## src/rtl/pcg_pkg.sv

```systemverilog
// package: register map, widths and reset values for the port c gpio block
package pcg_pkg;
  localparam int PCG_ADDR_W = 12;
  localparam logic [11:0] PCG_OFS_DATA = 12'h000;
  localparam logic [11:0] PCG_OFS_DIR = 12'h004;
  localparam logic [11:0] PCG_OFS_PULL = 12'h008;
  localparam logic [11:0] PCG_OFS_SLEW = 12'h00C;
  localparam logic [11:0] PCG_OFS_DRIVE = 12'h010;
  localparam logic [11:0] PCG_OFS_GANG = 12'h014;
  localparam int PCG_GANG_EN_BIT = 0;
  localparam logic [7:0] PCG_RST_ZERO = 8'h00;
  localparam logic [31:0] PCG_RDATA_ZERO = 32'h00000000;
endpackage : pcg_pkg

```

## src/rtl/pcg_port.sv

```systemverilog
// port c gpio with ganged output drive, apb slave
//
// Chosen here: the APB interface to the registers and the register addresses.
`timescale 1ns/1ps
// Notes on behaviour
// - direction 0: driver off, data read returns pin level
// - direction 1: driver on, data read returns latched output
// - pull-up on only when bit set and pin is input
// - slew limiting per bit, meaningful only for outputs
// - drive strength per bit, meaningful only for outputs
// - gang member bits 7..1 write-once, effective only with gang enable
// - gang members copy pin zero data, drive and slew
// - gang enable at bit 0 is write-once
// - gang enable forces pin zero to output
// - data writes latch all bits; outputs read back latch and drive it, except gang members, which drive pin zero data
// - reset clears data latch and makes all pins inputs without pull
module pcg_port
  import pcg_pkg::*;
#(
  parameter int PINS = 8
) (
  input wire logic clk_in,
  input wire logic rst_in,
  input wire logic ce_in,
  input wire logic psel_in,
  input wire logic penable_in,
  input wire logic pwrite_in,
  input wire logic [PCG_ADDR_W-1:0] paddr_in,
  input wire logic [31:0] pwdata_in,
  input wire logic [3:0] pstrb_in,
  output logic [31:0] prdata_out,
  output logic pready_out,
  output logic pslverr_out,
  input wire logic [PINS-1:0] pin_in,
  output logic [PINS-1:0] pin_out,
  output logic [PINS-1:0] pin_oe_n_out,
  output logic [PINS-1:0] pull_up_out,
  output logic [PINS-1:0] slew_out,
  output logic [PINS-1:0] drive_high_out
);

  // ---------------------------------------------------------------
  // bus decode
  // ---------------------------------------------------------------
  logic wr_en;
  logic acc_en;
  logic hit;
  assign acc_en = psel_in && penable_in && ce_in;
  assign wr_en = acc_en && pwrite_in && pstrb_in[0];
  always_comb begin
    case (paddr_in)
      PCG_OFS_DATA, PCG_OFS_DIR, PCG_OFS_PULL, PCG_OFS_SLEW, PCG_OFS_DRIVE,
      PCG_OFS_GANG: hit = 1'b1;
      default: hit = 1'b0;
    endcase
  end
  assign pready_out = 1'b1;
  assign pslverr_out = psel_in && penable_in && !hit;

  // ---------------------------------------------------------------
  // control registers
  // ---------------------------------------------------------------
  logic [PINS-1:0] data_latch_reg;
  logic [PINS-1:0] dir_reg;
  logic [PINS-1:0] pull_reg;
  logic [PINS-1:0] slew_reg;
  logic [PINS-1:0] drive_reg;
  logic [PINS-1:0] gang_reg;
  logic [PINS-1:0] gang_locked_reg;

  always_ff @(posedge clk_in) begin
    if (rst_in) begin
      data_latch_reg <= PCG_RST_ZERO[PINS-1:0];
    end else if (wr_en && paddr_in == PCG_OFS_DATA) begin
      data_latch_reg <= pwdata_in[PINS-1:0];
    end
  end

  always_ff @(posedge clk_in) begin
    if (rst_in) begin
      dir_reg <= PCG_RST_ZERO[PINS-1:0];
      pull_reg <= PCG_RST_ZERO[PINS-1:0];
      slew_reg <= PCG_RST_ZERO[PINS-1:0];
      drive_reg <= PCG_RST_ZERO[PINS-1:0];
    end else if (wr_en) begin
      if (paddr_in == PCG_OFS_DIR) dir_reg <= pwdata_in[PINS-1:0];
      if (paddr_in == PCG_OFS_PULL) pull_reg <= pwdata_in[PINS-1:0];
      if (paddr_in == PCG_OFS_SLEW) slew_reg <= pwdata_in[PINS-1:0];
      if (paddr_in == PCG_OFS_DRIVE) drive_reg <= pwdata_in[PINS-1:0];
    end
  end

  // each gang control bit locks on its first write
  genvar g;
  generate
    for (g = 0; g < PINS; g++) begin : gen_gang
      always_ff @(posedge clk_in) begin
        if (rst_in) begin
          gang_reg[g] <= 1'b0;
          gang_locked_reg[g] <= 1'b0;
        end else if (wr_en && paddr_in == PCG_OFS_GANG && !gang_locked_reg[g]) begin
          gang_reg[g] <= pwdata_in[g];
          gang_locked_reg[g] <= 1'b1;
        end
      end
    end
  endgenerate

  // ---------------------------------------------------------------
  // pin control
  // ---------------------------------------------------------------
  logic gang_on;
  logic [PINS-1:0] member;
  logic [PINS-1:0] eff_dir;
  logic [PINS-1:0] eff_data;
  logic [PINS-1:0] eff_slew;
  logic [PINS-1:0] eff_drive;
  assign gang_on = gang_reg[PCG_GANG_EN_BIT];
  always_comb begin
    member = gang_reg & {PINS{gang_on}};
    member[0] = 1'b0;
    eff_dir = dir_reg;
    eff_dir[0] = dir_reg[0] | gang_on;
    eff_data = (data_latch_reg & ~member) | ({PINS{data_latch_reg[0]}} & member);
    eff_slew = (slew_reg & ~member) | ({PINS{slew_reg[0]}} & member);
    eff_drive = (drive_reg & ~member) | ({PINS{drive_reg[0]}} & member);
  end

  always_ff @(posedge clk_in) begin
    if (rst_in) begin
      pin_out <= PCG_RST_ZERO[PINS-1:0];
      pin_oe_n_out <= ~PCG_RST_ZERO[PINS-1:0];
      pull_up_out <= PCG_RST_ZERO[PINS-1:0];
      slew_out <= PCG_RST_ZERO[PINS-1:0];
      drive_high_out <= PCG_RST_ZERO[PINS-1:0];
    end else if (ce_in) begin
      pin_out <= eff_data;
      pin_oe_n_out <= ~eff_dir;
      pull_up_out <= pull_reg & ~eff_dir;
      slew_out <= eff_slew & eff_dir;
      drive_high_out <= eff_drive & eff_dir;
    end
  end

  // ---------------------------------------------------------------
  // read data
  // ---------------------------------------------------------------
  logic [31:0] rd_mux;
  always_comb begin
    rd_mux = PCG_RDATA_ZERO;
    case (paddr_in)
      PCG_OFS_DATA: rd_mux[PINS-1:0] = (pin_in & ~eff_dir) | (data_latch_reg & eff_dir);
      PCG_OFS_DIR: rd_mux[PINS-1:0] = dir_reg;
      PCG_OFS_PULL: rd_mux[PINS-1:0] = pull_reg;
      PCG_OFS_SLEW: rd_mux[PINS-1:0] = slew_reg;
      PCG_OFS_DRIVE: rd_mux[PINS-1:0] = drive_reg;
      PCG_OFS_GANG: rd_mux[PINS-1:0] = gang_reg;
      default: rd_mux = PCG_RDATA_ZERO;
    endcase
  end
  assign prdata_out = rd_mux;

  // ---------------------------------------------------------------
  // per-pin checks
  // ---------------------------------------------------------------
  genvar p;
  generate
    for (p = 0; p < PINS; p++) begin : gen_pin_chk

    end
  endgenerate
endmodule : pcg_port

```

## config.mk

```make
export PLATFORM = sky130hd
export DESIGN_NAME = pcg_port
export DESIGN_NICKNAME = d
export VERILOG_FILES = /design/src/rtl/pcg_pkg.sv /design/src/rtl/pcg_port.sv
export SDC_FILE = /design/constraint.sdc
export NUM_CORES = 1
export LEC_CHECK = 0
export BUFFER_PORTS_ARGS = -buffer_cell sky130_fd_sc_hd__buf_2
export CORE_MARGIN = 1.5
export CORE_UTILIZATION = 40
export DETAILED_ROUTE_END_ITERATION = 8
export GPL_ROUTABILITY_DRIVEN = 0
export GPL_TIMING_DRIVEN = 0
export RECOVER_POWER = 25
export SLEW_MARGIN = 20
export SYNTH_ARGS = -nofsm -noshare
export SYNTH_HDL_FRONTEND = slang
export SYNTH_SLANG_ARGS = --single-unit
```

## constraint.sdc

```tcl
create_clock -name clk_in -period 2.2 [get_ports clk_in]
set_input_delay 0.44 -clock clk_in [delete_from_list [all_inputs] [get_ports clk_in]]
set_output_delay 0.44 -clock clk_in [all_outputs]
set_load 0.01 [all_outputs]
```

==> flow_metrics.env <==
export IMPL_n_antenna_cell=0
export IMPL_fmax_mhz=453
export IMPL_ys_flop_type="dfxtp_1"
export IMPL_final_nets=701
export IMPL_clk_latency_ns=0.35
export IMPL_first_iter_violations=271
export IMPL_core_um2=11400
export IMPL_cp_data_required_time_ns=1.76
export IMPL_timing_hold_violations_final=0
export IMPL_yosys_register_bits=96
export IMPL_outcome="finished, violations left"
export IMPL_avgSynthCellArea_um2=8.95
export IMPL_grt_pass1_wl_um=21700
export IMPL_power_leakage_uw=0.00242
export IMPL_worstMarginPinSlew_ns=0.838
export IMPL_synth_seq_area_share_pct=41.1
export IMPL_grt_usage_pct=22.5
export IMPL_drv_slew=0
export IMPL_fillers=1147
export IMPL_routedWlPerCell_um=17.6
export IMPL_antenna_found_initial=0
export IMPL_clock_path_buffers=2
export IMPL_r2r_start="gang_on"
export IMPL_die_h_um=111
export IMPL_total_power_uw=3650
export IMPL_power_per_cell_area_nw_per_um2=633
export IMPL_place_area_um2=5360
export IMPL_crit_path_end_kind="output port"
export IMPL_vias=4156
export IMPL_violations="negative setup slack"
export IMPL_regArea_um2=1940
export IMPL_multi_input_area_um2=2480
export IMPL_synth_area_top_cells="dfxtp_1 41%, mux2i_1 14%, nand2b_1 8.8%"
export IMPL_cts_tree="yes"
export IMPL_grt_pass1_vias=4148
export IMPL_cts_buffers=9
export IMPL_max_slew_margin_pct=43.7
export IMPL_dp_slack_ns=-0.578
export IMPL_syn_inst=523
export IMPL_worstPathArrival_ns=1.77
export IMPL_die_x_um=111
export IMPL_cts_hold_buf=0
export IMPL_rows=39
export IMPL_finalInstanceArea_um2=5760
export IMPL_path_clk_slew_ns=0.06
export IMPL_area_growth_pct=23.0
export IMPL_critPathLaunchType="register"
export IMPL_r2r_end="pin_out[6]"
export IMPL_final_cell_mix="86 x dfxtp_1, 65 x nand2b_1, 64 x mux2i_1"
export IMPL_ys_warn_count=0
export IMPL_cts_num_sinks=96
export IMPL_min_from="pwdata_in[1]"
export IMPL_start_util_pct=41.0
export IMPL_ys_async_sr_fraction_pct=0
export IMPL_layout_drive_gt1_share_pct=22.2
export IMPL_hpwl_um=10100
export IMPL_post_route_period_util_pct=100
export IMPL_route_detailed_drc=0
export IMPL_final_core_util_pct=50.4
export IMPL_setup_slack_ns=-0.00954
export IMPL_min_path_cells=3
export IMPL_portBuffers=82
export IMPL_critPathKind="reg2out"
export IMPL_antenna_left=0
export IMPL_min_path_type="in2reg"
export IMPL_clock_skew_ns=0.00646
export IMPL_via_per_inst=5.28
export IMPL_r2r_slack_ns=0.63
export IMPL_yosysTopAreaCell="dfxtp_1"
export IMPL_ir_drop_v=0.000524
export IMPL_min_period_ns=2.21
export IMPL_layout_cells_most_common="dfxtp_1"
export IMPL_io_pin_count=136
export IMPL_grt_max_degree=15
export IMPL_synth_edf_count=0
export IMPL_syn_area_um2=4680
export IMPL_fp_dieArea_um2=12400
export IMPL_firstDrtPassIters=4
export IMPL_post_synth_top_area_fraction_pct=41.1
export IMPL_synth_distinct_cells=37
export IMPL_r2r_cells=3
export IMPL_hold_path_endpoint="gang_reg[1]"
export IMPL_htree_levels=3
export IMPL_crit_fanout=10
export IMPL_grt_setup_unrepaired="yes"
export IMPL_routed_wl_um=13800
export IMPL_grt_overflow=0
export IMPL_setup_viol=1
export IMPL_maxCapViolCount=0
export IMPL_ctsRootBufferMaster="clkbuf_16"
-- per-layer routing --
metal  global-route usage [%]  share of wire [%]
met5                        0                  0
met4                     8.27                2.5
met3                     5.30                7.3
met2                     36.4                 47
met1                     29.1                 43
-- stage by stage --
stage                     TNS (ns)  hold WS, ns  instances
after floorplan                  0        0.439        546
after global placement       -3.50        0.451        771
after detailed placement     -4.07        0.458        771
after CTS                  -0.0321        0.363        785
after global routing        -0.173        0.361        787
final                     -0.00954        0.373        787
-- synthesized netlist by cell type, types with 2 or more instances --
library cell,count
conb_1,2
a21oi_1,41
nand2_1,26
nand3_1,16
dfxtp_1,96
a311oi_1,7
nor4_4,2
nand2b_1,66
clkbuf_1,27
buf_2,4
o31ai_1,8
o22ai_1,21
inv_1,22
buf_4,26
o21ai_0,14
mux2_2,7
nor2b_1,17
o211ai_1,2
buf_1,5
and4_1,2
nand3b_1,7
mux2i_1,64
or3b_2,8
or4b_1,2
nor2_1,19
-- cells by family (layout without fill, tap and decap cells) --
logic type | Yosys count | after routing | synth area share (%)
AND/OR/NAND/NOR | 173 | 173 | 22.1
multiplexers | 71 | 71 | 15.4
AO/OA/AOI/OAI | 97 | 97 | 12.4
other | 2 | 25 | 0.160
flip-flops | 96 | 96 | 41.1
buffers and inverters | 84 | 182 | 8.93
-- power by group --
group	internal [µW]	switching (µW)	leakage [µW]
clock	946	660	0.000143
sequential	1740	4.57	0.000781
combinational	123	172	0.00149
-- layout make-up --
class | count | area share, %
multi-input combinational | 366 | 43.1
sequential | 96 | 33.8
timing repair buffer | 88 | 7.61
buffer | 56 | 5.76
clock buffer | 14 | 4.59
tap | 143 | 3.11
inverter | 22 | 1.43
clock inverter | 2 | 0.652
-- what timing repair did --
item | CTS | global route
gates resized for setup | 27 | 12
endpoints found under the setup margin | 9 | 8
pin swaps | 9 | 7
buffers inserted | 4 | 2
-- critical path: stages (launching register included) --
cell,delay (ns)
dfxtp_2,0.40
nor2_2,0.22
nor2b_1,0.07
a2111oi_1,0.43
o32ai_2,0.15
buf_2,0.15
-- worst max-delay path by stage --
stage / start / to / slack [ns] / cells past startpoint
global route: dir_reg[3] / prdata_out[3] / -0.05 / 5
finish: gang_on / prdata_out[0] / -0.01 / 5
global placement: paddr_in[2] / prdata_out[3] / -0.53 / 9
detailed placement: paddr_in[2] / prdata_out[3] / -0.58 / 9
floorplan: paddr_in[2] / prdata_out[3] / 0.05 / 7
CTS: paddr_in[2] / prdata_out[3] / -0.02 / 7
(Power assumes the default switching activity.)
